--- src/core/printer_port_params.svh ---
// Constants for the printer parallel port
// Overview of operation
// - Eight-bit output port with first handshake pair, eight-bit two-way port with second.
// - First pair output line strobes valid output data to the printer.
// - Lowest three second-port lines carry select, paper out, busy; high means asserted.
// - Printer not ready when paper out, busy, or not selected.
// - Second pair output drives printer initialise; low clears and initialises the printer.
// - Byte-wide registers on low data lanes at odd addresses from the base.
// - General control holds mode, two pair enables and four line sense bits.
// - Direction bit one makes a line output; first port outputs, second inputs.
// - Port control holds submode, handshake control, and bit 3 sets output level.
// - Sending writes the code to first port data, then strobes the printer.
// - Next byte waits for acknowledge; status bit 0 shows a free output latch.
// - Status shows four line levels high nibble, three flags low, bit 3 reads zero.
`ifndef PRINTER_PORT_PARAMS_SVH
`define PRINTER_PORT_PARAMS_SVH

`define GEN_CTRL_ADDR 24'h01_0001
`define SVC_REQ_ADDR 24'h01_0003
`define FIRST_DIR_ADDR 24'h01_0005
`define SECOND_DIR_ADDR 24'h01_0007
`define FIRST_CTRL_ADDR 24'h01_000D
`define SECOND_CTRL_ADDR 24'h01_000F
`define FIRST_DATA_ADDR 24'h01_0011
`define SECOND_DATA_ADDR 24'h01_0013
`define STATUS_ADDR 24'h01_001B

`define REG_RESET 8'h00
`define PIN_IDLE 1'b1

`define MODE_HI 7
`define MODE_LO 6
`define SECOND_EN_BIT 5
`define FIRST_EN_BIT 4
`define INIT_SENSE_BIT 3
`define FAULT_SENSE_BIT 2
`define STROBE_SENSE_BIT 1
`define ACK_SENSE_BIT 0
`define LEVEL_BIT 3

`define FAULT_FLAG_BIT 2
`define EMPTY_FLAG_BIT 1
`define READY_FLAG_BIT 0

`define SELECT_BIT 0
`define PAPER_OUT_BIT 1
`define BUSY_BIT 2

`define CLK_MHZ 40
`define STROBE_TIME_NS 1000
`define STROBE_CYCLES ((`STROBE_TIME_NS * `CLK_MHZ + 999) / 1000)
`define STROBE_CNT_W 6

`endif

--- src/core/printer_port_pkg.sv ---
// Types shared by the printer parallel port
package printer_port_pkg;
  typedef struct packed {
    logic sel;
    logic write;
    logic [23:0] addr;
    logic [15:0] wdata;
  } bus_req_t;

  typedef struct packed {
    logic ack;
    logic [15:0] rdata;
  } bus_rsp_t;

  typedef enum logic [1:0] {LATCH_IDLE, LATCH_SETUP, LATCH_STROBE, LATCH_WAIT} latch_state_t;
endpackage

--- src/core/printer_parallel_port.sv ---
// Printer parallel port: registers, handshake lines and status
`timescale 1ns/1ps
`default_nettype none
`include "printer_port_params.svh"
module printer_parallel_port (
  // Clock and control
  input wire logic clk,
  input wire logic rst,
  input wire logic ce,
  // Register bus
  input wire printer_port_pkg::bus_req_t busReq,
  output printer_port_pkg::bus_rsp_t busRsp,
  // First port and its handshake pair
  output logic [7:0] firstPortLines,
  output logic [7:0] firstPortLinesOe,
  output logic dataOutStrobe,
  input wire logic ackInStrobe,
  // Second port and its handshake pair
  input wire logic [7:0] secondPortLinesIn,
  output logic [7:0] secondPortLinesOut,
  output logic [7:0] secondPortLinesOe,
  input wire logic faultInLine,
  output logic printerResetN,
  // Printer state
  output logic printerReady
);
  import printer_port_pkg::*;

  function automatic logic hit(input logic [23:0] a, input logic [23:0] target);
    hit = (a == target);
  endfunction

  logic [7:0] genCtrl_q, genCtrl_d;
  logic [7:0] svcReq_q, svcReq_d;
  logic [7:0] firstDir_q, firstDir_d;
  logic [7:0] secondDir_q, secondDir_d;
  logic [7:0] firstCtrl_q, firstCtrl_d;
  logic [7:0] secondCtrl_q, secondCtrl_d;
  logic [7:0] secondData_q, secondData_d;
  logic faultFlag_q, faultFlag_d;
  bus_rsp_t rsp_q, rsp_d;
  logic strobePin_q, strobePin_d;
  logic initPin_q, initPin_d;
  logic ackAsserted_q, faultAsserted_q;
  logic ready_q, ready_d;
  logic ackAsserted, faultAsserted;
  logic ackEvent, faultEvent;
  logic firstEn, secondEn;
  logic wr, rd;
  logic loadValid;
  logic [7:0] lineData;
  logic strobeOn;
  logic canAccept;
  logic bothEmpty;

  // ==========================================
  // Handshake input sensing
  // sense bits set line polarity
  assign ackAsserted = ~(ackInStrobe ^ genCtrl_q[`ACK_SENSE_BIT]);
  assign faultAsserted = ~(faultInLine ^ genCtrl_q[`FAULT_SENSE_BIT]);
  assign firstEn = genCtrl_q[`FIRST_EN_BIT];
  assign secondEn = genCtrl_q[`SECOND_EN_BIT];
  assign ackEvent = firstEn && ackAsserted && !ackAsserted_q;
  assign faultEvent = secondEn && faultAsserted && !faultAsserted_q;
  assign wr = busReq.sel && busReq.write;
  assign rd = busReq.sel && !busReq.write;
  assign loadValid = wr && hit(busReq.addr, `FIRST_DATA_ADDR);

  // ==========================================
  // Output latch
  // first port output data with strobe pair
  output_latch latch (
    .clk(clk),
    .rst(rst),
    .ce(ce),
    .enable(firstEn),
    .loadValid(loadValid),
    .loadData(busReq.wdata[7:0]),
    .ackEvent(ackEvent),
    .lineData(lineData),
    .strobeOn(strobeOn),
    .canAccept(canAccept),
    .bothEmpty(bothEmpty)
  );

  // ==========================================
  // Register writes and reads
  always_comb
  begin
    genCtrl_d = genCtrl_q;
    svcReq_d = svcReq_q;
    firstDir_d = firstDir_q;
    secondDir_d = secondDir_q;
    firstCtrl_d = firstCtrl_q;
    secondCtrl_d = secondCtrl_q;
    secondData_d = secondData_q;
    if (wr)
    begin
      if (hit(busReq.addr, `GEN_CTRL_ADDR))
      begin
        genCtrl_d = busReq.wdata[7:0];
      end
      else if (hit(busReq.addr, `SVC_REQ_ADDR))
      begin
        svcReq_d = busReq.wdata[7:0];
      end
      else if (hit(busReq.addr, `FIRST_DIR_ADDR))
      begin
        firstDir_d = busReq.wdata[7:0];
      end
      else if (hit(busReq.addr, `SECOND_DIR_ADDR))
      begin
        secondDir_d = busReq.wdata[7:0];
      end
      else if (hit(busReq.addr, `FIRST_CTRL_ADDR))
      begin
        firstCtrl_d = busReq.wdata[7:0];
      end
      else if (hit(busReq.addr, `SECOND_CTRL_ADDR))
      begin
        secondCtrl_d = busReq.wdata[7:0];
      end
      else if (hit(busReq.addr, `SECOND_DATA_ADDR))
      begin
        secondData_d = busReq.wdata[7:0];
      end
    end
    // Sticky fault flag, set wins over clear
    faultFlag_d = (faultFlag_q && !(wr && hit(busReq.addr, `STATUS_ADDR)
      && busReq.wdata[`FAULT_FLAG_BIT])) || faultEvent;
    rsp_d.ack = busReq.sel;
    rsp_d.rdata = 16'h0000;
    if (rd)
    begin
      if (hit(busReq.addr, `GEN_CTRL_ADDR))
      begin
        rsp_d.rdata[7:0] = genCtrl_q;
      end
      else if (hit(busReq.addr, `SVC_REQ_ADDR))
      begin
        rsp_d.rdata[7:0] = svcReq_q;
      end
      else if (hit(busReq.addr, `FIRST_DIR_ADDR))
      begin
        rsp_d.rdata[7:0] = firstDir_q;
      end
      else if (hit(busReq.addr, `SECOND_DIR_ADDR))
      begin
        rsp_d.rdata[7:0] = secondDir_q;
      end
      else if (hit(busReq.addr, `FIRST_CTRL_ADDR))
      begin
        rsp_d.rdata[7:0] = firstCtrl_q;
      end
      else if (hit(busReq.addr, `SECOND_CTRL_ADDR))
      begin
        rsp_d.rdata[7:0] = secondCtrl_q;
      end
      else if (hit(busReq.addr, `FIRST_DATA_ADDR))
      begin
        rsp_d.rdata[7:0] = lineData;
      end
      else if (hit(busReq.addr, `SECOND_DATA_ADDR))
      begin
        // inputs read pins, outputs read latch
        rsp_d.rdata[7:0] = (secondData_q & secondDir_q) | (secondPortLinesIn & ~secondDir_q);
      end
      else if (hit(busReq.addr, `STATUS_ADDR))
      begin
        rsp_d.rdata[7:0] = {initPin_q, faultInLine, strobePin_q, ackInStrobe,
          1'b0, faultFlag_q, bothEmpty, canAccept};
      end
    end
  end

  // ==========================================
  // Handshake outputs and printer state
  always_comb
  begin
    // bit 3 sets output line level
    strobePin_d = ~((firstEn && (strobeOn || firstCtrl_q[`LEVEL_BIT]))
      ^ genCtrl_q[`STROBE_SENSE_BIT]);
    initPin_d = ~((secondEn && secondCtrl_q[`LEVEL_BIT]) ^ genCtrl_q[`INIT_SENSE_BIT]);
    // not ready on paper out, busy, deselect
    ready_d = secondPortLinesIn[`SELECT_BIT] && !secondPortLinesIn[`PAPER_OUT_BIT]
      && !secondPortLinesIn[`BUSY_BIT];
  end

  // ==========================================
  // Registers
  always_ff @(posedge clk)
  begin
    if (rst)
    begin
      genCtrl_q <= `REG_RESET;
      svcReq_q <= `REG_RESET;
      firstDir_q <= `REG_RESET;
      secondDir_q <= `REG_RESET;
      firstCtrl_q <= `REG_RESET;
      secondCtrl_q <= `REG_RESET;
      secondData_q <= `REG_RESET;
      faultFlag_q <= 1'b0;
      rsp_q <= '0;
      strobePin_q <= `PIN_IDLE;
      initPin_q <= `PIN_IDLE;
      ackAsserted_q <= 1'b0;
      faultAsserted_q <= 1'b0;
      ready_q <= 1'b0;
    end
    else if (ce)
    begin
      genCtrl_q <= genCtrl_d;
      svcReq_q <= svcReq_d;
      firstDir_q <= firstDir_d;
      secondDir_q <= secondDir_d;
      firstCtrl_q <= firstCtrl_d;
      secondCtrl_q <= secondCtrl_d;
      secondData_q <= secondData_d;
      faultFlag_q <= faultFlag_d;
      rsp_q <= rsp_d;
      strobePin_q <= strobePin_d;
      initPin_q <= initPin_d;
      ackAsserted_q <= ackAsserted;
      faultAsserted_q <= faultAsserted;
      ready_q <= ready_d;
    end
  end

  assign busRsp = rsp_q;
  assign firstPortLines = lineData;
  assign firstPortLinesOe = firstDir_q;
  assign secondPortLinesOut = secondData_q;
  assign secondPortLinesOe = secondDir_q;
  assign dataOutStrobe = strobePin_q;
  assign printerResetN = initPin_q;
  assign printerReady = ready_q;
endmodule // printer_parallel_port
`default_nettype wire

--- src/core/output_latch.sv ---
// Double output latch with strobe and acknowledge sequencing
`timescale 1ns/1ps
`default_nettype none
`include "printer_port_params.svh"
module output_latch (
  // Clock and control
  input wire logic clk,
  input wire logic rst,
  input wire logic ce,
  input wire logic enable,
  // Load side
  input wire logic loadValid,
  input wire logic [7:0] loadData,
  // Printer side
  input wire logic ackEvent,
  output logic [7:0] lineData,
  output logic strobeOn,
  // Status
  output logic canAccept,
  output logic bothEmpty
);
  import printer_port_pkg::*;

  latch_state_t state_q, state_d;
  logic [7:0] front_q, front_d;
  logic frontFull_q, frontFull_d;
  logic [7:0] lineData_q, lineData_d;
  logic strobeOn_q, strobeOn_d;
  logic ackSeen_q, ackSeen_d;
  logic [`STROBE_CNT_W-1:0] count_q, count_d;
  logic canAccept_q, canAccept_d;
  logic bothEmpty_q, bothEmpty_d;
  logic xfer;
  logic accept;

  // ==========================================
  // Next state
  always_comb
  begin
    state_d = state_q;
    lineData_d = lineData_q;
    strobeOn_d = strobeOn_q;
    ackSeen_d = ackSeen_q;
    count_d = count_q;
    xfer = frontFull_q && (state_q == LATCH_IDLE);
    accept = loadValid && (!frontFull_q || xfer);
    front_d = accept ? loadData : front_q;
    frontFull_d = (frontFull_q && !xfer) || accept;
    case (state_q)
      LATCH_IDLE:
      begin
        if (xfer)
        begin
          lineData_d = front_q;
          state_d = LATCH_SETUP;
        end
      end
      LATCH_SETUP:
      begin
        if (enable)
        begin
          strobeOn_d = 1'b1;
          ackSeen_d = 1'b0;
          count_d = `STROBE_CNT_W'(`STROBE_CYCLES);
          state_d = LATCH_STROBE;
        end
      end
      LATCH_STROBE:
      begin
        if (ackEvent)
        begin
          ackSeen_d = 1'b1;
        end
        if (count_q == `STROBE_CNT_W'(1))
        begin
          strobeOn_d = 1'b0;
          state_d = (ackSeen_q || ackEvent) ? LATCH_IDLE : LATCH_WAIT;
        end
        else
        begin
          count_d = count_q - `STROBE_CNT_W'(1);
        end
      end
      LATCH_WAIT:
      begin
        if (ackEvent)
        begin
          state_d = LATCH_IDLE;
        end
      end
      default:
      begin
        state_d = LATCH_IDLE;
      end
    endcase
    canAccept_d = !(frontFull_d && (state_d != LATCH_IDLE));
    bothEmpty_d = !frontFull_d && (state_d == LATCH_IDLE);
  end

  // ==========================================
  // Registers
  always_ff @(posedge clk)
  begin
    if (rst)
    begin
      state_q <= LATCH_IDLE;
      front_q <= `REG_RESET;
      frontFull_q <= 1'b0;
      lineData_q <= `REG_RESET;
      strobeOn_q <= 1'b0;
      ackSeen_q <= 1'b0;
      count_q <= '0;
      canAccept_q <= 1'b1;
      bothEmpty_q <= 1'b1;
    end
    else if (ce)
    begin
      state_q <= state_d;
      front_q <= front_d;
      frontFull_q <= frontFull_d;
      lineData_q <= lineData_d;
      strobeOn_q <= strobeOn_d;
      ackSeen_q <= ackSeen_d;
      count_q <= count_d;
      canAccept_q <= canAccept_d;
      bothEmpty_q <= bothEmpty_d;
    end
  end

  assign lineData = lineData_q;
  assign strobeOn = strobeOn_q;
  assign canAccept = canAccept_q;
  assign bothEmpty = bothEmpty_q;
endmodule // output_latch
`default_nettype wire

--- config.mk ---
export PLATFORM = sky130hd
export DESIGN_NAME = printer_parallel_port
export DESIGN_NICKNAME = d
export VERILOG_FILES = /design/src/core/printer_port_pkg.sv /design/src/core/printer_parallel_port.sv /design/src/core/output_latch.sv
export VERILOG_INCLUDE_DIRS = /design/src /design/src/core
export SDC_FILE = /design/constraint.sdc
export NUM_CORES = 1
export LEC_CHECK = 0
export BUFFER_PORTS_ARGS = -buffer_cell sky130_fd_sc_hd__clkbuf_2
export CORE_ASPECT_RATIO = 0.5
export CORE_MARGIN = 2
export CORE_UTILIZATION = 50
export DETAILED_ROUTE_END_ITERATION = 16
export PLACE_DENSITY = 0.72
export SLEW_MARGIN = 20
export SYNTH_ARGS = -nofsm -noshare
export SYNTH_HDL_FRONTEND = slang
export SYNTH_HIERARCHICAL = 1
export SYNTH_SLANG_ARGS = --single-unit
export TNS_END_PERCENT = 20
--- constraint.sdc ---
create_clock -name clk -period 2.6 [get_ports clk]
set_clock_uncertainty 0.15 [all_clocks]
set_input_delay 0 -clock clk [delete_from_list [all_inputs] [get_ports clk]]
set_output_delay 0 -clock clk [all_outputs]
set_load 0.1 [all_outputs]
After elaboration in Yosys (flattened, before gate mapping):

Cells that the tools add are included.
Widths: inputs -> output; s select.

* register bits: 100
* latch bits: 0
* RAM bits: 0
* bits in read-only memories: 0
* bits of input ports: 55
* output and inout port bits: 52
* word-level logic and storage cells: 135
* memories: 0

* add/sub/neg operators: 1
* multipliers: 0
* div/mod/pow operators: 0
* $lt $le $gt $ge: 0
* equality and inequality tests: 17
* shift-type cells: 0
* mux-type cells: 25
* bitwise gates (word level): 18
* reduce and logical (&&, ||, !) cells: 50

Operator list (count)
* $eq 24x17->1 const B: 9
* $mux 8: 10
* $logic_and 1x1->1: 19
* $and 8x8->8: 2
* $reduce_and 4->1: 4
* $mux 6: 2
* $pmux 6 s2: 1
* $logic_not 1->1: 10
* $mux 2: 5
* $not 1->1: 10
* $reduce_and 9->1: 1
* $not 8->8: 1
* $or 8x8->8: 1
* $pmux 2 s4: 1
* $reduce_and 8->1: 1
* $reduce_and 7->1: 1
* $eq 6x1->1 const B: 1
* $reduce_and 3->1: 2
* $reduce_and 6->1: 1
* $sub 6x1->6 const B: 1
* $logic_or 1x1->1: 5
* $reduce_and 5->1: 1
* $eq 2x2->1 const B: 2
* $logic_not 2->1: 2
* other kinds (8): 18

Logic depth before layout (Yosys ltp):

Gate-level depths: netlist (run 1).

* depth in word-level cells: 12
* mapped depth: 9

Hierarchy:

The synthesis (run 1) kept the hierarchy.

Modules (own cells, without submodules)
* printer_parallel_port: times used 1, cells an instance 429, area each 3871.2 um^2
* output_latch: times used 1, cells an instance 143, area each 1303.8 um^2

Worst setup path before layout (run 1):

No wires, ideal clock.

* kind: register to register
* start point: register secondDir_q[2] (netlist: secondPortLinesOe[2])
* end point: register rsp_q, in the netlist busRsp[2]
* setup time: 0.133 ns
* arrival time: 1.848 ns
* path slack: 0.469 ns
* cell stages (with the launch flop): 6
* path buffers: 0
* clock period less this slack: 2.131 ns
* cell sequence: dfxtp_1 -> mux2_2 -> o211ai_1 -> a211oi_1 -> o22ai_1 -> a211oi_1

* cells in the longest elaborated chain, start to end: 12
* elaborated cells between the ends (all ways): 13
* classes of those cells: mux (9); bitwise (4)

Ends and longest elaborated chain
* start: declaration: RTL line printer_parallel_port.sv:36 `logic [7:0] secondDir_q, secondDir_d;`
* start signal: assignment: RTL line printer_parallel_port.sv:198 `` secondDir_q <= `REG_RESET; ``
* start signal: assignment: RTL line printer_parallel_port.sv:215 `secondDir_q <= secondDir_d;`
* $not 8->8: RTL line printer_parallel_port.sv:166 `rsp_d.rdata[7:0] = (secondData_q & secondDir_q) | (secondPortLinesIn & ~secondDir_q);`
* $and 8x8->8: RTL line printer_parallel_port.sv:166
* $or 8x8->8: RTL line printer_parallel_port.sv:166
* $mux 8: RTL line printer_parallel_port.sv:163 `` else if (hit(busReq.addr, `SECOND_DATA_ADDR)) ``
* $mux 8: RTL line printer_parallel_port.sv:159 `` else if (hit(busReq.addr, `FIRST_DATA_ADDR)) ``
* $mux 8: RTL line printer_parallel_port.sv:155 `` else if (hit(busReq.addr, `SECOND_CTRL_ADDR)) ``
* $mux 8: RTL line printer_parallel_port.sv:151 `` else if (hit(busReq.addr, `FIRST_CTRL_ADDR)) ``
* $mux 8 *: RTL line printer_parallel_port.sv:147 `` else if (hit(busReq.addr, `SECOND_DIR_ADDR)) ``
* $mux 8 *: RTL line printer_parallel_port.sv:143 `` else if (hit(busReq.addr, `FIRST_DIR_ADDR)) ``
* $mux 8 *: RTL line printer_parallel_port.sv:139 `` else if (hit(busReq.addr, `SVC_REQ_ADDR)) ``
* $mux 8 *: RTL line printer_parallel_port.sv:135 `` if (hit(busReq.addr, `GEN_CTRL_ADDR)) ``
* $mux 8 *: RTL line printer_parallel_port.sv:133 `if (rd)`
* end signal: assignment: RTL line printer_parallel_port.sv:220 `rsp_q <= rsp_d;`
* end: declaration: RTL line printer_parallel_port.sv:41 `bus_rsp_t rsp_q, rsp_d;`

Mark *: on every way between the ends. The rest lies on a longest branch, timed or not.
A chain may end at the register's enable or synchronous reset.

Final worst setup path (run 1):

* start point: input busReq[20] (netlist name)
* end point: register rsp_q, in the netlist busRsp[4]

* cells in the longest elaborated chain, start to end: 11
* elaborated cells between the ends (all ways): 19
* classes of those cells: eq/ne (9); mux (10)

Ends and longest elaborated chain
* start: declaration: RTL line printer_parallel_port.sv:11 `input wire printer_port_pkg::bus_req_t busReq,`
* $eq 24x17->1: RTL line printer_parallel_port.sv:30 `hit = (a == target);`
* $mux 8: RTL line printer_parallel_port.sv:168 `` else if (hit(busReq.addr, `STATUS_ADDR)) ``
* $mux 8: RTL line printer_parallel_port.sv:163
* $mux 8: RTL line printer_parallel_port.sv:159
* $mux 8: RTL line printer_parallel_port.sv:155
* $mux 8: RTL line printer_parallel_port.sv:151
* $mux 8: RTL line printer_parallel_port.sv:147
* $mux 8: RTL line printer_parallel_port.sv:143
* $mux 8: RTL line printer_parallel_port.sv:139
* $mux 8 *: RTL line printer_parallel_port.sv:135
* $mux 8 *: RTL line printer_parallel_port.sv:133

Marks and branches as above.

==> flow_metrics.py, run 1 <==
metrics = {
    "detailed_routing": {
        "vias": 4661,
        "drc": 0,
        "first_pass_iters": 5,
        "ant_nets": 0,
        "drtIter0Drc": 546,
        "totalWireLength_mm": 14.48,
        "wire_per_inst_um": 17.79,
        "viasPerCell": 5.726,
    },
    "synth": {
        "yosysUniqueCellTypes": 58,
        "ys_warn_count": 6,
        "async_flop_share": 0,
        "yosysSeqAreaShare": 0.3868,
        "synthMuxAreaShare": 0.1879,
        "synth_area_mm2": 0.005175,
        "syn_avg_cell_area_um2": 9.047,
        "synthAdderAreaFrac": 0.004836,
        "synth_edf_count": 0,
        "postSynthCellCount": 572,
        "synthXorXnorAreaFrac": 0.006770,
        "synth_top_flop_cell": "dfxtp_1",
        "ys_ff_latch": 100,
        "synth_compound_area_frac": 0.1441,
        "synth_top_family_by_area": "simple AND/OR/NAND/NOR gates",
        "yosys.area_share.simple": 0.2188,
    },
    "setup_path": {
        "crit_required_ns": 2.73,
        "critPathArrivalTime_ns": 2.24,
        "worstSetupEndpointType": "register",
        "path_max_fanout": 12,
        "cp-start-kind": "input pin",
        "criticalPathCategory": "in2reg",
        "cp_slowest_stage_delay_ns": 0.68,
        "slowest_stage": "a2111oi_0",
        "crit_chain": "dlygate4sd3_1 > clkbuf_2 > nand2b_1 > buf_4 > a2111oi_0 > o22ai_1 > a21oi_1",
    },
    "power": {
        "power_mw": 3.233,
        "irDropWorstVdd_uv": 332.6,
        "p_leak_nw": 2.618,
        "powerDensity_mw_per_mm2": 520.0,
    },
    "sta": {
        "fmax_mhz": 473.6,
        "setup_tns_ns": 0,
        "slew_viol_final": 0,
        "rsz0062_at_grt": "false",
        "slew_headroom": 0.4242,
        "post-route-min-period_ns": 2.112,
        "period_share": 0.8122,
        "worst_slew_pin_slew_ns": 0.8419,
        "hold_viol_final": 0,
        "setup_viol": 0,
    },
    "grt": {
        "grt_max_degree": 102,
        "grt_antenna_before_repair": 0,
        "grt_pass1_wl_mm": 23.04,
        "grt_usage": 0.2622,
        "grt_pass1_vias": 4337,
        "grt_overflow": 0,
    },
    "floorplanning": {
        "die-area_mm2": 0.01123,
        "start_util": 0.5099,
        "dieWidth_um": 147.9,
        "core_area_mm2": 0.01015,
        "placementRows": 26,
        "ioPinCount": 107,
        "die_h_um": 75.94,
    },
    "cts": {
        "cts_tree": "yes",
        "hold_buffers": 16,
        "htreeDepth": 3,
        "cts_resized": 0,
        "numCtsBuffers": 9,
        "insertion_delay_ns": 0.35,
        "cts.path.max_buffers": 2,
        "clock_sinks": 100,
        "postCtsSetupBuffers": 0,
        "path_clk_slew_ns": 0.07,
        "cts-root-buf": "clkbuf_16",
    },
    "final_layout": {
        "largest_reg_flops": 9,
        "stdcell_count": 814,
        "fin_nets": 726,
        "drive_gt1_frac": 0.2300,
        "antenna_cells": 0,
        "area_growth_pct": 20.12,
    },
    "place": {
        "port_buffers": 90,
        "dpl.cell_count": 782,
        "gp_congestion": 0.8682,
        "hpwl_mm": 10.00,
    },
    "outcome": {
        "status": "finished clean",
    },
    "flow_run": {
        "drv_cap": 0,
    },
    "worst_hold_path": {
        "hold_path_class": "in2reg",
    },
}
synthesized netlist by cell type, drive strengths merged (5+ instances only):
cell type,n,area [um2]
inv,10,37.54
nor2,96,360.4
a21oi,33,165.2
o211ai,9,67.56
a21o,9,67.56
mux2,9,101.4
nand2,26,97.59
nand2b,13,81.33
o31ai,6,45.04
mux2i,87,870.8
or4,7,52.55
buf,23,138.9
nor2b,14,87.58
nand3,5,25.02
nor4,7,125.1
a2111oi,5,43.79
o21ai,8,40.04
a211oi,13,97.59
dfxtp,100,2002
nor3,6,41.29
clkbuf,22,82.58
o21ba,6,60.06
o22ai,9,56.30
cell families after synthesis:
kind of cell               Yosys count
buffers and inverters               55
other                                1
AOI/OAI and AO/OA                  110
adders and majority gates            2
and+or+nand+nor                    204
DFF                                100
muxes                               96
xor gates and xnor gates             4
layout make-up:
cell class	instances	area, um2
clock inverter	5	60.06
fill	872	3934
clock buffer	11	242.7
tap	140	175.2
multi-input combinational	424	2940
inverter	10	37.54
timing repair buffer	124	758.2
sequential	100	2002
worst max-delay path: cells and delay by family:
kind,cells,cell delay (ns)
AOI/OAI and AO/OA,3,1.10
buffers and inverters,3,0.91
and+or+nand+nor,1,0.23
metal layers:
| layer | up-vias | global-route usage | wire length (um) |
|---|---|---|---|
| met5 | - | 0 | 0 |
| met4 | 0 | 0.05429 | 107 |
| met3 | 11 | 0.05663 | 1204 |
| met2 | 190 | 0.4116 | 6601 |
| met1 | 2226 | 0.3725 | 6568 |
| li1 | 2234 | - | - |
path summary, 6_finish.rpt:
path	from	to	slack, ns	cells past startpoint
max	busReq[20]	busRsp[4]	0.49	7
min	rst	latch/count_q[1]	0.02	3
max reg2reg	latch/count_q[0]	latch/bothEmpty	0.73	5
min reg2reg	faultFlag_q	faultFlag_q	0.32	2
through the flow:
stage            util  setup WS (ns)  instance area [um2]  hold WS (ns)
5_1_grt        0.6124         0.4240                 6216       0.03816
4_1_cts        0.6124         0.5363                 6216       0.02206
3_3_place_gp   0.5668         0.4737                 5753        0.1624
3_5_place_dp   0.5668         0.4539                 5753        0.1647
2_1_floorplan       -         0.4691                 5201     -0.006057
6_report       0.6124         0.4884                 6216       0.01576
power breakdown:
part / internal (mW) / switching, mW
Combinational: 0.0993 / 0.220
Sequential: 1.54 / 0.00513
Clock: 0.776 / 0.595
cell usage in the layout, fill, tap and decap left out, types with 6 or more instances in the layout:
cell	n
dfxtp_1	100
nor2_1	96
clkbuf_2	89
mux2i_1	87
a21oi_1	33
nand2_1	26
buf_4	17
dlygate4sd3_1	16
nor2b_1	14
nand2b_1	13
a211oi_1	13
a21o_1	9
mux2_2	9
o211ai_1	9
o22ai_1	9
clkbuf_16	9
inv_1	8
o21ai_0	8
conb_1	8
or4_1	7
o31ai_1	6
o21ba_2	6
(Power assumes the default switching activity.)
==> run 2: changes to the inputs <==
--- a/config.mk
+++ b/config.mk
@@ -6,12 +6,13 @@
 export SDC_FILE = /design/constraint.sdc
 export NUM_CORES = 1
 export LEC_CHECK = 0
+export ABC_AREA = 1
 export BUFFER_PORTS_ARGS = -buffer_cell sky130_fd_sc_hd__clkbuf_2
 export CORE_ASPECT_RATIO = 0.5
 export CORE_MARGIN = 2
 export CORE_UTILIZATION = 50
 export DETAILED_ROUTE_END_ITERATION = 16
-export PLACE_DENSITY = 0.72
+export PLACE_DENSITY = 0.75
 export SLEW_MARGIN = 20
 export SYNTH_ARGS = -nofsm -noshare
 export SYNTH_HDL_FRONTEND = slang
==> constraint.sdc (replaced) <==
create_clock -name clk -period 1.74 [get_ports clk]
set_clock_uncertainty 0.15 [all_clocks]
set_input_delay 0 -clock clk [delete_from_list [all_inputs] [get_ports clk]]
set_output_delay 0 -clock clk [all_outputs]
set_load 0.1 [all_outputs]
==> run 2 against run 1 <==
  * Clock power is 48% higher
  * Setup slack worse by 0.39 ns
  * Largest cell class unchanged
  * Global-route usage up 0.33 points
  * Combinational power rose by 76%
  * Final cell count grew 26%
  * Critical path depth grew 3
  * Flip-flop and latch count unchanged
  * Hold slack gained 0.086 ns
  * Design area up 5.5%
==> flow_metrics.py, run 2 <==
metrics = {
    "setup_path": {
        "reg2regPathDepth": 11,
        "crit_buf_inv": 3,
        "crit_required_ns": 1.81,
        "r2r_start": "secondPortLinesOe[2]",
        "path_delay_family": "simple AND/OR/NAND/NOR gates",
        "worstSetupEndpointType": "register",
        "ff2ff_setup_slack_ns": 0.18,
        "criticalPathCategory": "in2reg",
        "cp-start-kind": "input pin",
        "cp.depth": 10,
        "cp_slowest_stage_delay_ns": 0.53,
        "r2r-end": "busRsp[2]",
        "slowest_stage": "dlygate4sd3_1",
        "critPathArrivalTime_ns": 1.72,
        "path_max_fanout": 4,
        "crit_top_cell": "nand2_1",
        "crit_chain": "dlygate4sd3_1 > clkbuf_2 > nand2_1 > nor2_1 > inv_1 > nand2_1 > nand2_1 > o21bai_1 > nand2_1 > nand2_1",
        "crit_start": "busReq[40]",
    },
    "detailed_routing": {
        "drtIter0Drc": 512,
        "first_pass_iters": 5,
        "ant_nets": 0,
        "drc": 0,
        "vias": 5388,
        "viasPerCell": 5.236,
        "totalWireLength_mm": 15.11,
        "wire_per_inst_um": 14.69,
    },
    "worst_hold_path": {
        "min_to": "latch/canAccept",
        "hold_path_class": "in2reg",
        "worst_hold_path.num_cells": 4,
        "hold_path_startpoint": "ce",
    },
    "floorplanning": {
        "die-area_mm2": 0.01146,
        "die_h_um": 76.70,
        "placementRows": 26,
        "start_util": 0.5158,
        "ioPinCount": 107,
        "core_area_mm2": 0.01025,
        "dieWidth_um": 149.4,
    },
    "final_layout": {
        "fin_nets": 941,
        "layout_commonest_cell": "nand2_1",
        "antenna_cells": 0,
        "drive_gt1_frac": 0.2587,
        "largest_reg_flops": 9,
        "area_growth_pct": 24.08,
        "final_cell_mix": "nand2_1 (134), nor2_1 (107), a21oi_1 (96), clkbuf_2 (90), dfxtp_1 (89)",
    },
    "sta": {
        "whs_ns": 0.1017,
        "post-route-min-period_ns": 1.643,
        "setup_viol": 0,
        "rsz0062_at_grt": "false",
        "setup_tns_ns": 0,
        "period_share": 0.9442,
        "worst_slew_pin_slew_ns": 0.5573,
        "hold_viol_final": 0,
        "slew_headroom": 0.6280,
        "slew_viol_final": 0,
        "fmax_mhz": 608.7,
        "fin_ws_ns": 0.09705,
    },
    "power": {
        "p_leak_nw": 3.033,
        "irDropWorstVdd_uv": 479.6,
        "powerDensity_mw_per_mm2": 752.2,
        "power_mw": 4.933,
    },
    "cts": {
        "cts_tree": "yes",
        "path_clk_slew_ns": 0.06,
        "htreeDepth": 3,
        "cts.path.max_buffers": 2,
        "numCtsBuffers": 9,
        "cts-root-buf": "clkbuf_16",
        "insertion_delay_ns": 0.35,
        "clock_sinks": 100,
    },
    "outcome": {
        "status": "finished clean",
    },
    "synth": {
        "synth_top_flop_cell": "dfxtp_1",
        "yosysUniqueCellTypes": 42,
        "yosysMostFrequentCell": "nand2_1",
        "synth.area.top_cells": "dfxtp_1 (38%), nand2_1 (9.6%), a21oi_1 (9.1%)",
        "async_flop_share": 0,
        "ys_ff_latch": 100,
        "synth_top_area_share": 0.3788,
        "synth_area_mm2": 0.005285,
        "syn_avg_cell_area_um2": 6.982,
        "yosysSeqAreaShare": 0.3788,
        "synthTopCellsByCount": "nand2_1 (135), nor2_1 (109), dfxtp_1 (100)",
        "synth_largest_area_cell": "dfxtp_1",
        "postSynthCellCount": 757,
        "ys_warn_count": 6,
        "synth_edf_count": 0,
    },
    "grt": {
        "grt_pass1_vias": 4815,
        "grt_antenna_before_repair": 0,
        "grt_max_degree": 41,
        "grt_pass1_wl_mm": 23.83,
        "grt_overflow": 0,
        "grt_usage": 0.2655,
    },
    "place": {
        "port_buffers": 90,
        "hpwl_mm": 11.24,
        "dpl_worst_slack_ns": -0.2867,
        "gp_congestion": 0.9205,
    },
    "flow_run": {
        "drv_cap": 0,
    },
}
-- run 2: changes by cell type in the layout (fill, tap and decap cells not counted), sizes merged, moves of 13 or more --
cell and change:
nand2 +123, inv +89, mux2i -87, a21oi +68
o21ai +64, nor2 +31, nand3 +22, buf +17
nor2b -14, nand2b -13
-- run 2: worst max-delay path by stage --
stage,to,slack [ns]
final,latch/canAccept,0.1
after global routing,latch/canAccept,0.02
after CTS,busRsp[2],0.07
after detailed placement,busRsp[2],-0.29
after global placement,busRsp[2],-0.23
after floorplan,busRsp[0],-0.15
-- run 2: what timing repair did --
action	CTS	global route
hold buffers	16	0
setup endpoints to repair	0	13
hold endpoints to repair	61	0
buffers inserted	0	0
gates resized for setup	0	6
-- run 2: routing by layer --
| metal | up-vias | part of all wire | global-route usage |
|---|---|---|---|
| li1 | 2684 | - | - |
| met1 | 2470 | 0.46 | 0.3673 |
| met2 | 208 | 0.44 | 0.4147 |
| met3 | 26 | 0.078 | 0.06548 |
| met4 | 0 | 0.017 | 0.06857 |
| met5 | - | 0 | 0 |
-- run 2: logic make-up after synthesis --
group / count (synthesis) / share of synthesized area
AOI/OAI and AO/OA: 193 / 0.2038
xor gates and xnor gates: 4 / 0.006630
adders and majority gates: 2 / 0.004734
buffers and inverters: 133 / 0.1148
DFF: 100 / 0.3788
muxes: 3 / 0.006392
other: 1 / 0.0007095
and+or+nand+nor: 321 / 0.2841
-- run 2: final cells by class --
type,instances,area [um2]
Inverter,100,390.4
Fill cell,926,3690
Sequential cell,100,2016
Clock inverter,4,58.81
Timing Repair Buffer,142,955.9
Clock buffer,12,236.5
Tap cell,140,175.2
Multi-Input combinational cell,531,2725
-- run 2: power breakdown --
group | leakage [nW] | switching (mW) | internal, mW | total [mW]
clock network | 0.143 | 0.898 | 1.13 | 2.03
logic | 2.08 | 0.389 | 0.173 | 0.562
registers | 0.813 | 0.0274 | 2.31 | 2.34
total | 3.03 | 1.31 | 3.62 | 4.93
-- run 2: worst reg2reg max path: stages, from the launching register on --
cell     delay [ns]
dfxtp_2        0.36
mux2_2         0.34
nand3_1        0.08
nand2_1        0.05
inv_1          0.05
nand2_1        0.05
nand2_1        0.05
nand2_1        0.08
nand2_1        0.08
nand2_1        0.05
nand2_1        0.05
a21oi_1        0.05
-- run 2: through the flow --
| step | utilization | cell area (um2) | std cells |
|---|---|---|---|
| 6_report | 0.6399 | 6558 | 1029 |
| 4_1_cts | 0.6376 | 6534 | 1029 |
| 3_3_place_gp | 0.5932 | 6078 | 997 |
| 5_1_grt | 0.6399 | 6558 | 1029 |
| 2_1_floorplan | - | 5324 | 764 |
| 3_5_place_dp | 0.5932 | 6078 | 997 |
